**src/smc_pkg.sv**
```systemverilog
// shared constants and types for the supply monitor control block
package smc_pkg;
   // -----------------------------------------------------------------
   // register map
   // -----------------------------------------------------------------
   localparam logic [7:0] SMC_CTRL_ADDR   = 8'hDF;
   localparam logic [7:0] SMC_CTRL_RESET  = 8'hDE;
   localparam int         SMC_BIT_DOK     = 7;
   localparam int         SMC_BIT_AOK     = 6;
   localparam int         SMC_BIT_FLAG    = 5;
   localparam int         SMC_BIT_DSEL_HI = 4;
   localparam int         SMC_BIT_DSEL_LO = 3;
   localparam int         SMC_BIT_ASEL_HI = 2;
   localparam int         SMC_BIT_ASEL_LO = 1;
   localparam int         SMC_BIT_EN      = 0;

   // -----------------------------------------------------------------
   // trip codes: 00 4.63 V, 01 3.08 V, 10 2.93 V, 11 2.63 V
   // -----------------------------------------------------------------
   typedef enum logic [1:0] {
      SMC_TRIP_4V63 = 2'h0,
      SMC_TRIP_3V08 = 2'h1,
      SMC_TRIP_2V93 = 2'h2,
      SMC_TRIP_2V63 = 2'h3
   } smc_trip_e;

   // -----------------------------------------------------------------
   // timing
   // -----------------------------------------------------------------
   localparam int CLK_HZ         = 40_000_000;
   localparam int HOLDOFF_MS     = 250;
   localparam int TICK_US        = 1000;
   localparam int TICK_CYCLES    = CLK_HZ / 1_000_000 * TICK_US;
   localparam int HOLDOFF_TICKS  = HOLDOFF_MS * 1000 / TICK_US;
   localparam int GLITCH_CYCLES  = 8;

   // -----------------------------------------------------------------
   // special function register bus carrier
   // -----------------------------------------------------------------
   typedef struct packed {
      logic       wr;
      logic       rd;
      logic [7:0] addr;
      logic [7:0] wdata;
   } smc_bus_s;

   typedef enum logic [2:0] {
      SMC_ST_OK      = 3'b001,
      SMC_ST_LOW     = 3'b010,
      SMC_ST_HOLDOFF = 3'b100
   } smc_state_e;
endpackage

```
**src/smc_filter.sv**
```systemverilog
// synchroniser and glitch filter for one comparator output
`timescale 1ns/10ps
module smc_filter #(
   parameter int FILT = smc_pkg::GLITCH_CYCLES
) (
   input  wire logic clock,
   input  wire logic nrst,
   input  wire logic raw,
   output logic      clean
);
   logic       s1_r;
   logic       s2_r;
   logic [7:0] cnt_r;

   // two stages before any logic sees the comparator
   always_ff @(posedge clock) begin
      if (!nrst) begin
         s1_r <= 1'b1;
         s2_r <= 1'b1;
      end else begin
         s1_r <= raw;
         s2_r <= s1_r;
      end
   end

   // a level must hold FILT cycles before it is accepted
   always_ff @(posedge clock) begin
      if (!nrst) begin
         cnt_r <= 8'h00;
         clean <= 1'b1;
      end else if (s2_r == clean) begin
         cnt_r <= 8'h00;
      end else if (cnt_r == 8'(FILT - 1)) begin
         cnt_r <= 8'h00;
         clean <= s2_r;
      end else begin
         cnt_r <= cnt_r + 8'h01;
      end
   end
endmodule

```
**src/smc_top.sv**
```systemverilog
// supply monitor control register, low-supply flag and hold-off timer
`timescale 1ns/10ps
// How it works
// - bit 0 written 1 turns monitoring on, written 0 turns it off.
// - bit 7 reads the live filtered digital-supply comparator.
// - bit 6 reads the live filtered analogue-supply comparator.
// - the low-supply flag in bit 5 sets while either comparator is low.
// - once both are high a 250 ms hold-off runs and then clears the flag.
// - software may write the flag but cannot clear it while a supply is low.
// - the flag requests an interrupt only when its enable bit is set.
// - bits 4:3 pick the digital trip level 4.63/3.08/2.93/2.63 V.
// - bits 2:1 pick the analogue trip level with the same codes.
// - after reset the register reads DEH with monitoring off.
// - short glitches on the comparators are filtered out.
// - the monitor interrupt clears the watchdog enable bit.
module smc_top #(
   parameter int TICK    = smc_pkg::TICK_CYCLES,
   parameter int HOLDOFF = smc_pkg::HOLDOFF_TICKS
) (
   input  wire logic           clock,
   input  wire logic           nrst,
   input  wire smc_pkg::smc_bus_s bus,
   input  wire logic           digital_supply_ok,
   input  wire logic           analog_supply_ok,
   input  wire logic           irq_enable,
   output logic [7:0]          rdata,
   output logic                irq,
   output logic                watchdog_enable_clr,
   output smc_pkg::smc_trip_e  digital_trip,
   output smc_pkg::smc_trip_e  analog_trip,
   output logic                monitor_enable
);
   logic                  dok;
   logic                  aok;
   logic                  sel_ctrl;
   logic                  wr_ctrl;
   logic                  rd_ctrl;
   logic                  expire;
   logic                  low;
   logic                  flag_r;
   logic [15:0]           div_r;
   logic                  tick;
   logic [15:0]           hold_r;
   smc_pkg::smc_state_e   st_r;

   // -----------------------------------------------------------------
   // comparator conditioning
   // -----------------------------------------------------------------
   smc_filter u_fd (
      .clock (clock),
      .nrst  (nrst),
      .raw   (digital_supply_ok),
      .clean (dok)
   );
   smc_filter u_fa (
      .clock (clock),
      .nrst  (nrst),
      .raw   (analog_supply_ok),
      .clean (aok)
   );

   // -----------------------------------------------------------------
   // register decode
   // -----------------------------------------------------------------
   // strobes last one cycle; other addresses fall through untouched
   assign sel_ctrl = bus.addr == smc_pkg::SMC_CTRL_ADDR;
   assign wr_ctrl  = bus.wr && sel_ctrl;
   assign rd_ctrl  = bus.rd && sel_ctrl;

   // -----------------------------------------------------------------
   // low-supply condition
   // -----------------------------------------------------------------
   // a disabled monitor never reports a low supply, but the filters keep
   // running so that enabling during a dip reports it at once
   assign low      = monitor_enable && !(dok && aok);

   // -----------------------------------------------------------------
   // writable fields
   // -----------------------------------------------------------------
   always_ff @(posedge clock) begin
      if (!nrst) begin
         monitor_enable <= smc_pkg::SMC_CTRL_RESET[smc_pkg::SMC_BIT_EN];
         digital_trip   <= smc_pkg::smc_trip_e'(smc_pkg::SMC_CTRL_RESET[
                              smc_pkg::SMC_BIT_DSEL_HI:
                              smc_pkg::SMC_BIT_DSEL_LO]);
         analog_trip    <= smc_pkg::smc_trip_e'(smc_pkg::SMC_CTRL_RESET[
                              smc_pkg::SMC_BIT_ASEL_HI:
                              smc_pkg::SMC_BIT_ASEL_LO]);
      end else if (wr_ctrl) begin
         monitor_enable <= bus.wdata[smc_pkg::SMC_BIT_EN];
         digital_trip   <= smc_pkg::smc_trip_e'(bus.wdata[
                              smc_pkg::SMC_BIT_DSEL_HI:
                              smc_pkg::SMC_BIT_DSEL_LO]);
         analog_trip    <= smc_pkg::smc_trip_e'(bus.wdata[
                              smc_pkg::SMC_BIT_ASEL_HI:
                              smc_pkg::SMC_BIT_ASEL_LO]);
      end
   end

   // -----------------------------------------------------------------
   // millisecond timebase
   // -----------------------------------------------------------------
   always_ff @(posedge clock) begin
      if (!nrst) begin
         div_r <= 16'h0000;
      end else if (div_r == 16'(TICK - 1)) begin
         div_r <= 16'h0000;
      end else begin
         div_r <= div_r + 16'h0001;
      end
   end
   assign tick = div_r == 16'(TICK - 1);

   // the timebase runs free, so the first tick of a hold-off lands anywhere
   // in its first period; expiry falls between HOLDOFF-1 and HOLDOFF ticks
   assign expire = st_r == smc_pkg::SMC_ST_HOLDOFF && tick
                   && hold_r == 16'(HOLDOFF - 1);

   // -----------------------------------------------------------------
   // recovery state machine
   // -----------------------------------------------------------------
   always_ff @(posedge clock) begin
      if (!nrst) begin
         st_r   <= smc_pkg::SMC_ST_OK;
         hold_r <= 16'h0000;
      end else begin
         case (st_r)
            smc_pkg::SMC_ST_OK: begin
               if (low) begin
                  st_r <= smc_pkg::SMC_ST_LOW;
               end
            end
            smc_pkg::SMC_ST_LOW: begin
               if (!low) begin
                  st_r   <= smc_pkg::SMC_ST_HOLDOFF;
                  hold_r <= 16'h0000;
               end
            end
            smc_pkg::SMC_ST_HOLDOFF: begin
               if (low) begin
                  st_r <= smc_pkg::SMC_ST_LOW;
               end else if (expire) begin
                  st_r <= smc_pkg::SMC_ST_OK;
               end else if (tick) begin
                  hold_r <= hold_r + 16'h0001;
               end
            end
            default: begin
               st_r <= smc_pkg::SMC_ST_OK;
            end
         endcase
      end
   end

   // -----------------------------------------------------------------
   // low-supply flag; hardware set wins over any software clear
   // -----------------------------------------------------------------
   always_ff @(posedge clock) begin
      if (!nrst) begin
         flag_r <= smc_pkg::SMC_CTRL_RESET[smc_pkg::SMC_BIT_FLAG];
      end else if (low) begin
         flag_r <= 1'b1;
      end else if (expire) begin
         flag_r <= 1'b0;
      end else if (wr_ctrl) begin
         flag_r <= bus.wdata[smc_pkg::SMC_BIT_FLAG];
      end
   end

   // -----------------------------------------------------------------
   // interrupt, watchdog and read data
   // -----------------------------------------------------------------
   always_ff @(posedge clock) begin
      if (!nrst) begin
         irq <= 1'b0;
      end else begin
         irq <= flag_r && irq_enable;
      end
   end

   // the watchdog clear follows the interrupt request itself, so a masked
   // flag leaves the watchdog running
   always_ff @(posedge clock) begin
      if (!nrst) begin
         watchdog_enable_clr <= 1'b0;
      end else begin
         watchdog_enable_clr <= flag_r && irq_enable;
      end
   end

   // the read image is built from the named bit positions, so a moved
   // field only needs the package changed
   function automatic logic [7:0] ctrl_byte(
      input logic               d_ok,
      input logic               a_ok,
      input logic               flag,
      input smc_pkg::smc_trip_e d_trip,
      input smc_pkg::smc_trip_e a_trip,
      input logic               en
   );
      logic [7:0] b;
      b = 8'h00;
      b[smc_pkg::SMC_BIT_DOK] = d_ok;
      b[smc_pkg::SMC_BIT_AOK] = a_ok;
      b[smc_pkg::SMC_BIT_FLAG] = flag;
      b[smc_pkg::SMC_BIT_DSEL_HI:smc_pkg::SMC_BIT_DSEL_LO] = d_trip;
      b[smc_pkg::SMC_BIT_ASEL_HI:smc_pkg::SMC_BIT_ASEL_LO] = a_trip;
      b[smc_pkg::SMC_BIT_EN] = en;
      return b;
   endfunction

   always_ff @(posedge clock) begin
      if (!nrst) begin
         rdata <= 8'h00;
      end else if (rd_ctrl) begin
         rdata <= ctrl_byte(dok, aok, flag_r, digital_trip, analog_trip,
                            monitor_enable);
      end else begin
         rdata <= 8'h00;
      end
   end
endmodule

```
**config.mk**
```make
export PLATFORM = sky130hd
export DESIGN_NAME = smc_top
export DESIGN_NICKNAME = d
export VERILOG_FILES = /design/src/smc_pkg.sv /design/src/smc_filter.sv /design/src/smc_top.sv
export SDC_FILE = /design/constraint.sdc
export NUM_CORES = 1
export LEC_CHECK = 0
export BUFFER_PORTS_ARGS = -buffer_cell sky130_fd_sc_hd__buf_2
export CAP_MARGIN = 20
export CORE_MARGIN = 3
export CORE_UTILIZATION = 57
export DETAILED_ROUTE_END_ITERATION = 10
export PLACE_DENSITY = 0.75
export SYNTH_ARGS = -nofsm -noshare
export SYNTH_HDL_FRONTEND = slang
export SYNTH_SLANG_ARGS = --single-unit
```
**constraint.sdc**
```tcl
create_clock -name clock -period 2.3 [get_ports clock]
set_input_delay 0.46 -clock clock [delete_from_list [all_inputs] [get_ports clock]]
set_output_delay 0.46 -clock clock [all_outputs]
set_load 0.02 [all_outputs]
```
==> results.py, run 1 <==
metrics = {
    "die": {
        "start_util_pct": 59.7,
        "die-area_um2": 6340,
        "ioPinCount": 38,
        "die_w_um": 79.6,
        "num_rows": 26,
        "die_h_um": 79.6,
        "fp.coreArea_um2": 5170,
    },
    "synthesis": {
        "syn_avg_cell_area_um2": 9.19,
        "yosysSeqAreaShare_pct": 46.7,
        "synth_cell_type_count": 45,
        "ys_seq_elements": 72,
        "synth_top_area_share_pct": 46.7,
        "ys.flop_type": "dfxtp_1",
        "synth_edf_count": 0,
        "synth.area.top_cells": "dfxtp_1, xor2_1, nor2_1",
        "synth_cells": 336,
        "synth_async_sr_flop_share_pct": 0,
        "syn-cell-area_um2": 3090,
        "yosys.area.top_type": "dfxtp_1",
        "syn_nets": 364,
        "yosysWarnings": 0,
    },
    "critical_path": {
        "reg2regPathDepth": 6,
        "start_kind": "flip-flop",
        "worstReg2RegEnd": "hold_r[1]$_SDFFE_PN0P_",
        "crit_path_max_fanout": 14,
        "r2r_start": "div_r[0]$_SDFF_PP0_",
        "reg2reg_slack_ps": 230,
        "cp-end-kind": "flip-flop",
        "cp.arrival_ps": 2330,
        "cp-startpoint": "div_r[0]$_SDFF_PP0_",
        "required_ps": 2560,
        "path_class": "flip-flop to flip-flop",
        "setup.worst_path.end": "hold_r[1]$_SDFFE_PN0P_",
    },
    "grt": {
        "grt_pass1_wl_um": 9890,
        "grt-ovfl-total": 0,
        "top_usage_layer": "met2",
        "first_global_vias": 2310,
        "use_met1_pct": 24.1,
        "grt_max_degree": 19,
        "grt_util_met2_pct": 31.5,
        "antenna_found_initial": 0,
        "grt_use_met3_pct": 4.63,
        "grt.total_usage_pct": 19.6,
    },
    "drt": {
        "drc": 0,
        "vias_per_cell": 5.51,
        "wire_per_inst_um": 12.7,
        "route.vias.total": 2476,
        "first_pass_iters": 4,
        "detail_route.wirelength_um": 5720,
        "ant_nets": 0,
        "drtIter0Drc": 63,
    },
    "sta": {
        "whs_ps": 300,
        "tightest_slew_ps": 637,
        "clock_skew_ps": 6.95,
        "slew_headroom_pct": 57.1,
        "hold_violations": 0,
        "min_period_over_period_pct": 89.9,
        "setup_slack_ps": 233,
        "finalSetupViolations": 0,
        "drv_slew": 0,
        "fmax_mhz": 484,
        "finalCriticalPeriod_ps": 2070,
        "rsz0062_at_grt": "false",
        "tns_ps": 0,
    },
    "cts": {
        "clkTransAtPathRegs_ps": 80,
        "clock_path_buffers": 2,
        "ctsRootBufferMaster": "clkbuf_8",
        "clock_latency_ps": 340,
        "h-tree-depth": 3,
        "cts_hold_buf": 0,
        "cts_sinks": 72,
        "cts_resized": 0,
        "cts_setup_buffers": 0,
        "cts_buffers": 9,
        "cts_tree": "built",
    },
    "run_status": {
        "status": "finished, final reports clean",
    },
    "place": {
        "gp_congestion": 0.845,
        "post-place-ws_ps": 266,
        "io_buffers": 35,
        "dp_hpwl_um": 3970,
    },
    "hold_path": {
        "worst_hold_path_type": "input pin to flip-flop",
    },
    "cells_and_area": {
        "area_growth_pct": 13.9,
        "num_antenna_cells": 0,
        "utilization_pct": 68.0,
        "final_nets": 402,
        "drive_above_1_share_pct": 18.5,
    },
    "power": {
        "leakagePower_uw": 0.00137,
        "peakVddDrop_v": 0.000375,
        "power_density_nw_per_um2": 656,
    },
    "run": {
        "cap_violations": 0,
    },
}
## critical path, cell delays in order (launching register included)
cell      delay (ps)
dfxtp_1          360
ha_1             210
and4_1           290
and4_4           280
nand4_2          230
or4_1            470
a21boi_0         160
## how the worst min path moves through the flow
stage	start	end	slack, ps	cells after the start
after detailed placement	u_fd.s1_r$_SDFF_PN1_	u_fd.s2_r$_SDFF_PN1_	400	1
after floorplan	u_fa.s1_r$_SDFF_PN1_	u_fa.s2_r$_SDFF_PN1_	390	1
after global routing	digital_supply_ok	u_fd.s1_r$_SDFF_PN1_	300	2
after global placement	u_fa.s1_r$_SDFF_PN1_	u_fa.s2_r$_SDFF_PN1_	390	1
final	digital_supply_ok	u_fd.s1_r$_SDFF_PN1_	300	2
after CTS	digital_supply_ok	u_fd.s1_r$_SDFF_PN1_	290	2
## metal layers
| layer | wire length [um] | vias up |
|---|---|---|
| li1 | - | 1261 |
| met1 | 2770 | 1143 |
| met2 | 2530 | 60 |
| met3 | 306 | 12 |
| met4 | 114 | 0 |
| met5 | 0 | - |
## layout make-up
cell class / instances / area [um^2]
clock buffers: 11 / 141
flip-flops and latches: 72 / 1440
well taps: 70 / 87.6
clock inverters: 5 / 56.3
multi-input cells: 244 / 1560
inverters: 8 / 30.0
fillers: 442 / 1650
repair buffers: 39 / 203
## per-stage QoR
step / cells / total power (uW) / cell area, um^2
floorplan: 336 / 1320 / 3090
global placement: 432 / 1340 / 3320
detailed placement: 432 / 1340 / 3320
CTS: 448 / 2330 / 3510
global route: 449 / 2400 / 3520
finish: 449 / 2310 / 3520
## cells in the final DEF, fill, tap and decap left out, types with 2 or more instances in the layout
master / n
inv_1: 8
xor2_1: 19
nor3_1: 5
dfxtp_1: 72
buf_4: 3
nand3_1: 18
or4_1: 7
clkbuf_8: 10
nor4_1: 3
ha_1: 5
a21boi_0: 2
o21ai_0: 13
mux2i_1: 8
clkinv_2: 2
nor2_1: 33
and4_1: 5
and3_1: 12
or3_1: 7
nand2b_1: 6
or2_2: 3
buf_2: 36
nor2b_1: 2
o31ai_1: 4
or3_2: 5
nand4_1: 13
and2_1: 9
xnor2_1: 8
a21oi_1: 15
o21ai_1: 2
o21a_1: 2
nand2_1: 24
## sequential cells by signal, summed over array words and instances (netlist names), 2 cells and up
signal        count
digital_trip      2
u_fd.cnt_r        8
st_r              3
div_r            16
rdata             8
u_fa.cnt_r        8
analog_trip       2
hold_r           16
## Yosys cell counts (all sizes together) (3+ instances only)
master	n
nand2b	6
nand3	18
nor2	33
dfxtp	72
xor2	19
nand4	14
ha	5
and2	9
nor4b	3
inv	8
nand2	24
clkbuf	8
or4	7
buf	4
mux2i	8
o31ai	4
a21oi	15
nor4	4
and4	6
o21ai	15
or3	12
xnor2	8
a21boi	3
or2	3
and3	12
nor3	5
## logic make-up (layout without fill, tap and decap cells)
kind of cell	Yosys count	in the layout	synth area share, %
and+or+nand+nor	161	161	29.7
DFF	72	72	46.7
AOI/OAI and AO/OA	43	43	8.51
xor gates and xnor gates	27	27	7.66
buffers and inverters	20	63	2.88
muxes	8	8	2.59
adders and majority gates	5	5	2.03
## where the power goes
part	switching (uW)	total [uW]	internal, uW
Sequential	5.22	1260	1250
Combinational	27.3	52.3	25.0
Clock	467	996	529
Note: power is estimated with default switching activity, not from simulation.
==> inputs of run 2 (changes only) <==
--- a/config.mk
+++ b/config.mk
@@ -8,9 +8,9 @@
 export BUFFER_PORTS_ARGS = -buffer_cell sky130_fd_sc_hd__buf_2
 export CAP_MARGIN = 20
 export CORE_MARGIN = 3
-export CORE_UTILIZATION = 57
+export CORE_UTILIZATION = 52
 export DETAILED_ROUTE_END_ITERATION = 10
-export PLACE_DENSITY = 0.75
+export PLACE_DENSITY = 0.72
 export SYNTH_ARGS = -nofsm -noshare
 export SYNTH_HDL_FRONTEND = slang
 export SYNTH_SLANG_ARGS = --single-unit
==> constraint.sdc (replaced) <==
create_clock -name clock -period 1.78 [get_ports clock]
set_input_delay 0.356 -clock clock [delete_from_list [all_inputs] [get_ports clock]]
set_output_delay 0.356 -clock clock [all_outputs]
set_load 0.02 [all_outputs]
==> run 2 against run 1 <==
The flow now finishes with violations (negative setup slack). Sequential power grew 29%. Clock-buffer cell count is the same. Utilization grew 3.5 points. Clock skew shrank 0.51 ps. Worst setup slack lost 300 ps. Routed wire length grew 18%. Die area grew 8.9%. Register-to-register slack lost 300 ps. Highest routed layer unchanged.
==> results.py, run 2 (synthesized netlist as in run 1, its figures left out) <==
metrics = {
    "hold_path": {
        "hold_path_end": "u_fd.s1_r$_SDFF_PN1_",
        "holdPathStages": 2,
        "hp-start": "digital_supply_ok",
        "worst_hold_path_type": "input pin to flip-flop",
    },
    "critical_path": {
        "path_class": "flip-flop to flip-flop",
        "r2r_start": "hold_r[3]$_SDFFE_PN0P_",
        "cp-startpoint": "hold_r[3]$_SDFFE_PN0P_",
        "reg2regPathDepth": 7,
        "required_ps": 2050,
        "worstReg2RegEnd": "st_r[0]$_SDFFE_PN1P_",
        "reg2reg_slack_ps": -60,
        "cp.arrival_ps": 2110,
        "crit_path_max_fanout": 5,
        "start_kind": "flip-flop",
        "cp-end-kind": "flip-flop",
    },
    "sta": {
        "drv_slew": 0,
        "clock_skew_ps": 6.44,
        "min_period_over_period_pct": 103,
        "finalSetupViolations": 6,
        "finalCriticalPeriod_ps": 1840,
        "hold_violations": 0,
        "tightest_slew_ps": 542,
        "slew_headroom_pct": 63.6,
        "tns_ps": -160,
        "rsz0062_at_grt": "true",
        "fmax_mhz": 543,
        "setup_slack_ps": -61.8,
    },
    "cts": {
        "cts_sinks": 72,
        "cts_tree": "built",
        "cts_hold_buf": 0,
        "clock_latency_ps": 350,
        "cts_buffers": 9,
        "ctsRootBufferMaster": "clkbuf_8",
        "clkTransAtPathRegs_ps": 80,
        "h-tree-depth": 3,
        "clock_path_buffers": 2,
    },
    "drt": {
        "ant_nets": 0,
        "wire_per_inst_um": 13.6,
        "route.vias.total": 2758,
        "drtIter0Drc": 106,
        "vias_per_cell": 5.55,
        "drc": 0,
        "detail_route.wirelength_um": 6750,
        "first_pass_iters": 4,
    },
    "cells_and_area": {
        "reg_top3": "div_r (16), hold_r (16)",
        "area_growth_pct": 30.5,
        "num_antenna_cells": 0,
        "final_nets": 448,
        "layout_commonest_cell": "dfxtp_1",
        "most-common-layout-cells": "dfxtp_1, buf_4, buf_2",
        "drive_above_1_share_pct": 35.1,
        "utilization_pct": 71.5,
    },
    "place": {
        "io_buffers": 35,
        "post-place-ws_ps": -120,
        "gp_congestion": 0.833,
        "dp_hpwl_um": 4490,
    },
    "power": {
        "combPwrFrac_pct": 2.9,
        "p_switching_uw": 665,
        "p_sw_share_pct": 23.2,
        "pwr-share-clk_pct": 40.3,
        "leakagePower_uw": 0.00159,
        "peakVddDrop_v": 0.000494,
        "power_density_nw_per_um2": 711,
        "p_int_uw": 2200,
        "pwr-share-seq_pct": 56.8,
    },
    "run": {
        "cap_violations": 0,
    },
    "die": {
        "die-area_um2": 6900,
        "die_h_um": 83.1,
        "die_w_um": 83.1,
        "fp.coreArea_um2": 5640,
        "num_rows": 27,
        "ioPinCount": 38,
        "start_util_pct": 54.8,
    },
    "run_status": {
        "violations": "negative setup slack",
        "status": "finished, violations left",
    },
    "grt": {
        "grt_pass1_wl_um": 11000,
        "antenna_found_initial": 0,
        "first_global_vias": 2554,
        "grt_max_degree": 16,
        "grt-ovfl-total": 0,
        "grt.total_usage_pct": 19.2,
    },
}
[run 2: changes by cell type in the layout (fill, tap and decap cells not counted), moves of 3 or more]
| cell | delta |
|---|---|
| a21oi_1 | -8 |
| a21oi_2 | +8 |
| buf_4 | +41 |
| buf_6 | +4 |
| dfxtp_1 | -9 |
| dfxtp_2 | +8 |
| ha_1 | -3 |
| or3_2 | -4 |
| or3_4 | +6 |
[run 2: timing repair]
item / 4_1_cts / 5_1_grt
setup buffers: 3 / 2
gates cloned: 2 / 0
pin swaps: 5 / 17
hold endpoints to repair: 0 / 0
gates resized for setup: 8 / 37
setup endpoints to repair: 14 / 19
[run 2: worst max-delay path by stage]
stage | to | slack, ps | cells after the start
after floorplan | hold_r[15]$_SDFFE_PN0P_ | 20 | 6
after global placement | hold_r[15]$_SDFFE_PN0P_ | -80 | 6
after detailed placement | hold_r[14]$_SDFFE_PN0P_ | -120 | 6
after CTS | hold_r[14]$_SDFFE_PN0P_ | -70 | 6
after global routing | st_r[0]$_SDFFE_PN1P_ | -150 | 9
final | st_r[0]$_SDFFE_PN1P_ | -60 | 7
[run 2: final cells by class]
cell class | count | area (um^2)
multi-input combinational | 246 | 1730
tap | 72 | 90.1
sequential | 72 | 1460
fill | 416 | 1610
clock buffer | 11 | 141
inverter | 8 | 30.0
timing repair buffer | 83 | 551
clock inverter | 5 | 32.5
[run 2: through the flow]
step | power, uW | hold WS [ps] | std cells | cell area (um^2)
after floorplan | 1700 | 386 | 336 | 3100
after global placement | 1740 | 390 | 474 | 3620
after detailed placement | 1750 | 395 | 474 | 3620
after CTS | 2890 | 196 | 495 | 3880
after global routing | 2980 | 188 | 497 | 4030
final | 2870 | 197 | 497 | 4030
[run 2: worst max-delay path, cell delays in order (launching register included)]
cell	delay [ps]
dfxtp_1	430
nor4b_2	310
nand4_1	180
buf_4	170
buf_4	130
o31ai_1	250
a21oi_1	120
o21ai_0	180
[run 2: power groups by stage]
| stage | registers, uW | clock network, uW | logic [uW] |
|---|---|---|---|
| after CTS | 1630 | 1180 | 82.2 |
| after floorplan | 1670 | 0 | 35.6 |
| final | 1630 | 1150 | 84.0 |
| after detailed placement | 1670 | 0 | 80.5 |
| after global placement | 1660 | 0 | 79.0 |
| after global routing | 1630 | 1260 | 93.7 |
[run 2: routing by layer]
metal,share of wire [%],global-route usage [%],up-vias
met5,0,0,-
met1,44,23.7,1312
met2,49,31.2,73
li1,-,-,1359
met3,5.4,4.27,14
met4,1.7,10.4,0
==> inputs of run 3 (changes only) <==
--- a/config.mk
+++ b/config.mk
@@ -7,7 +7,6 @@
 export LEC_CHECK = 0
 export BUFFER_PORTS_ARGS = -buffer_cell sky130_fd_sc_hd__buf_2
 export CAP_MARGIN = 20
-export CORE_MARGIN = 3
 export CORE_UTILIZATION = 52
 export DETAILED_ROUTE_END_ITERATION = 10
 export PLACE_DENSITY = 0.72
==> constraint.sdc (replaced) <==
create_clock -name clock -period 1.78 [get_ports clock]
set_input_delay 0.534 -clock clock [delete_from_list [all_inputs] [get_ports clock]]
set_output_delay 0.534 -clock clock [all_outputs]
set_load 0.02 [all_outputs]
==> run 3 against run 2 <==
The run still ends with negative setup slack left. Power increased by 3.4%. Fmax down 3.4%. Highest routed layer unchanged. Flip-flop and latch count unchanged. Largest power group unchanged. Non-clock buffer count rose by 20. First-iteration DRC count grew 60%. Sequential power is essentially flat. Cell count grew 3.8%. Critical path depth stayed put. Clock power increased by 8%. Cell area is 5.7% higher. Sequential share of layout area down 1.9 points.
==> results.py, run 3 (synthesized netlist as in run 1, its figures left out) <==
metrics = {
    "grt": {
        "first_global_vias": 2606,
        "grt_util_met2_pct": 39.6,
        "grt_pass1_wl_um": 11400,
        "grt.total_usage_pct": 23.8,
        "antenna_found_initial": 0,
        "grt-ovfl-total": 0,
        "grt_max_degree": 16,
        "top_usage_layer": "met2",
        "use_met1_pct": 28.4,
        "grt_use_met3_pct": 6.21,
    },
    "die": {
        "start_util_pct": 55.1,
        "ioPinCount": 38,
        "die_w_um": 79.1,
        "die_h_um": 79.1,
        "fp.coreArea_um2": 5610,
        "num_rows": 27,
        "die-area_um2": 6250,
    },
    "critical_path": {
        "reg2reg_slack_ps": -130,
        "crit_chain": "ha_4 > and4_4 > and4_4 > a31oi_4 > buf_12 > or3_4 > a21oi_2",
        "crit_top_cell": "and4_4",
        "start_kind": "flip-flop",
        "cp-end-kind": "flip-flop",
        "worstReg2RegEnd": "hold_r[12]$_SDFFE_PN0P_",
        "required_ps": 2060,
        "crit_path_max_fanout": 6,
        "r2r_start": "div_r[1]$_SDFF_PP0_",
        "cp_slowest_stage_delay_ps": 370,
        "cp.arrival_ps": 2190,
        "reg2regPathDepth": 7,
        "critical-path-slowest-cell": "or3_4",
        "path_class": "flip-flop to flip-flop",
    },
    "cells_and_area": {
        "final_nets": 467,
        "layout_commonest_cell": "dfxtp_1",
        "most-common-layout-cells": "dfxtp_1, buf_4, buf_2",
        "drive_above_1_share_pct": 40.3,
        "utilization_pct": 76.0,
        "reg_top3": "div_r (16), hold_r (16)",
        "nFillCells": 389,
        "final_cells": 516,
        "num_antenna_cells": 0,
        "area_growth_pct": 38.0,
    },
    "sta": {
        "min_period_over_period_pct": 107,
        "tightest_slew_ps": 547,
        "hold_violations": 0,
        "finalCriticalPeriod_ps": 1910,
        "whs_ps": 365,
        "clock_skew_ps": 8.44,
        "drv_slew": 0,
        "slew_headroom_pct": 63.2,
        "finalSetupViolations": 14,
        "rsz0062_at_grt": "true",
        "tns_ps": -829,
        "setup_slack_ps": -127,
        "fmax_mhz": 524,
    },
    "run_status": {
        "status": "finished, violations left",
        "violations": "negative setup slack",
    },
    "drt": {
        "detail_route.wirelength_um": 7600,
        "first_pass_iters": 4,
        "drtIter0Drc": 170,
        "route.vias.total": 2834,
        "drc": 0,
        "vias_per_cell": 5.49,
        "ant_nets": 0,
        "wire_per_inst_um": 14.7,
    },
    "cts": {
        "clock_path_buffers": 2,
        "ctsRootBufferMaster": "clkbuf_8",
        "cts_buffers": 9,
        "clkTransAtPathRegs_ps": 80,
        "cts_tree": "built",
        "cts_sinks": 72,
        "clock_latency_ps": 360,
        "h-tree-depth": 3,
        "cts_hold_buf": 0,
    },
    "hold_path": {
        "hold_path_end": "u_fd.s1_r$_SDFF_PN1_",
        "worst_hold_path_type": "input pin to flip-flop",
        "hp-start": "digital_supply_ok",
        "holdPathStages": 2,
    },
    "place": {
        "io_buffers": 35,
        "gp_congestion": 0.783,
        "post-place-ws_ps": -130,
        "dp.cells": 481,
        "dp_hpwl_um": 4610,
    },
    "run": {
        "cap_violations": 0,
    },
    "power": {
        "peakVddDrop_v": 0.000418,
        "power_density_nw_per_um2": 696,
        "leakagePower_uw": 0.00173,
    },
}
[run 3: final cells by class]
cell class	instances	area, um^2	share of cell area [%]
Clock buffer	9	124	2.91
Clock inverter	7	61.3	1.44
Inverter	8	30.0	0.704
Multi-Input combinational cell	245	1770	41.5
Sequential cell	72	1460	34.2
Tap cell	72	90.1	2.11
Timing Repair Buffer	103	733	17.2
[run 3: timing repair]
action	4_1_cts	5_1_grt
endpoints found under the setup margin	16	20
pin swaps	14	18
resized for setup	29	34
cloned	1	0
setup buffers	9	9
[run 3: worst max path at each step]
| stage | startpoint | end | slack, ps | depth (start not counted) |
|---|---|---|---|---|
| floorplan | div_r[1]$_SDFF_PP0_ | hold_r[15]$_SDFFE_PN0P_ | 20 | 6 |
| global placement | div_r[1]$_SDFF_PP0_ | hold_r[6]$_SDFFE_PN0P_ | -90 | 8 |
| detailed placement | hold_r[0]$_SDFFE_PN0P_ | hold_r[10]$_SDFFE_PN0P_ | -130 | 7 |
| CTS | div_r[0]$_SDFF_PP0_ | hold_r[6]$_SDFFE_PN0P_ | -60 | 8 |
| global route | hold_r[1]$_SDFFE_PN0P_ | hold_r[12]$_SDFFE_PN0P_ | -190 | 9 |
| finish | div_r[1]$_SDFF_PP0_ | hold_r[12]$_SDFFE_PN0P_ | -130 | 7 |
[run 3: through the flow]
stage	cell area, um^2	power (uW)
2_1_floorplan	3100	1700
3_3_place_gp	3680	1750
3_5_place_dp	3680	1750
4_1_cts	4070	2960
5_1_grt	4260	3060
6_report	4260	2970
[run 3: report_power, final]
group | total, uW | internal [uW] | switching (uW)
Clock | 1240 | 532 | 710
Combinational | 95.5 | 51.4 | 44.1
Sequential | 1630 | 1620 | 7.92
[run 3: critical path: cells and delay by family, from the launching register on]
family          cells  cell delay [ps]
fa+ha+maj           1              130
flops               1              360
simple gates        3              850
buf+inv             1              180
compound gates      2              320
[run 3: metal layers]
layer,share of wire (%),vias up
met3,5.4,19
met5,0,-
met4,2.7,0
met1,43,1322
li1,-,1401
met2,49,92
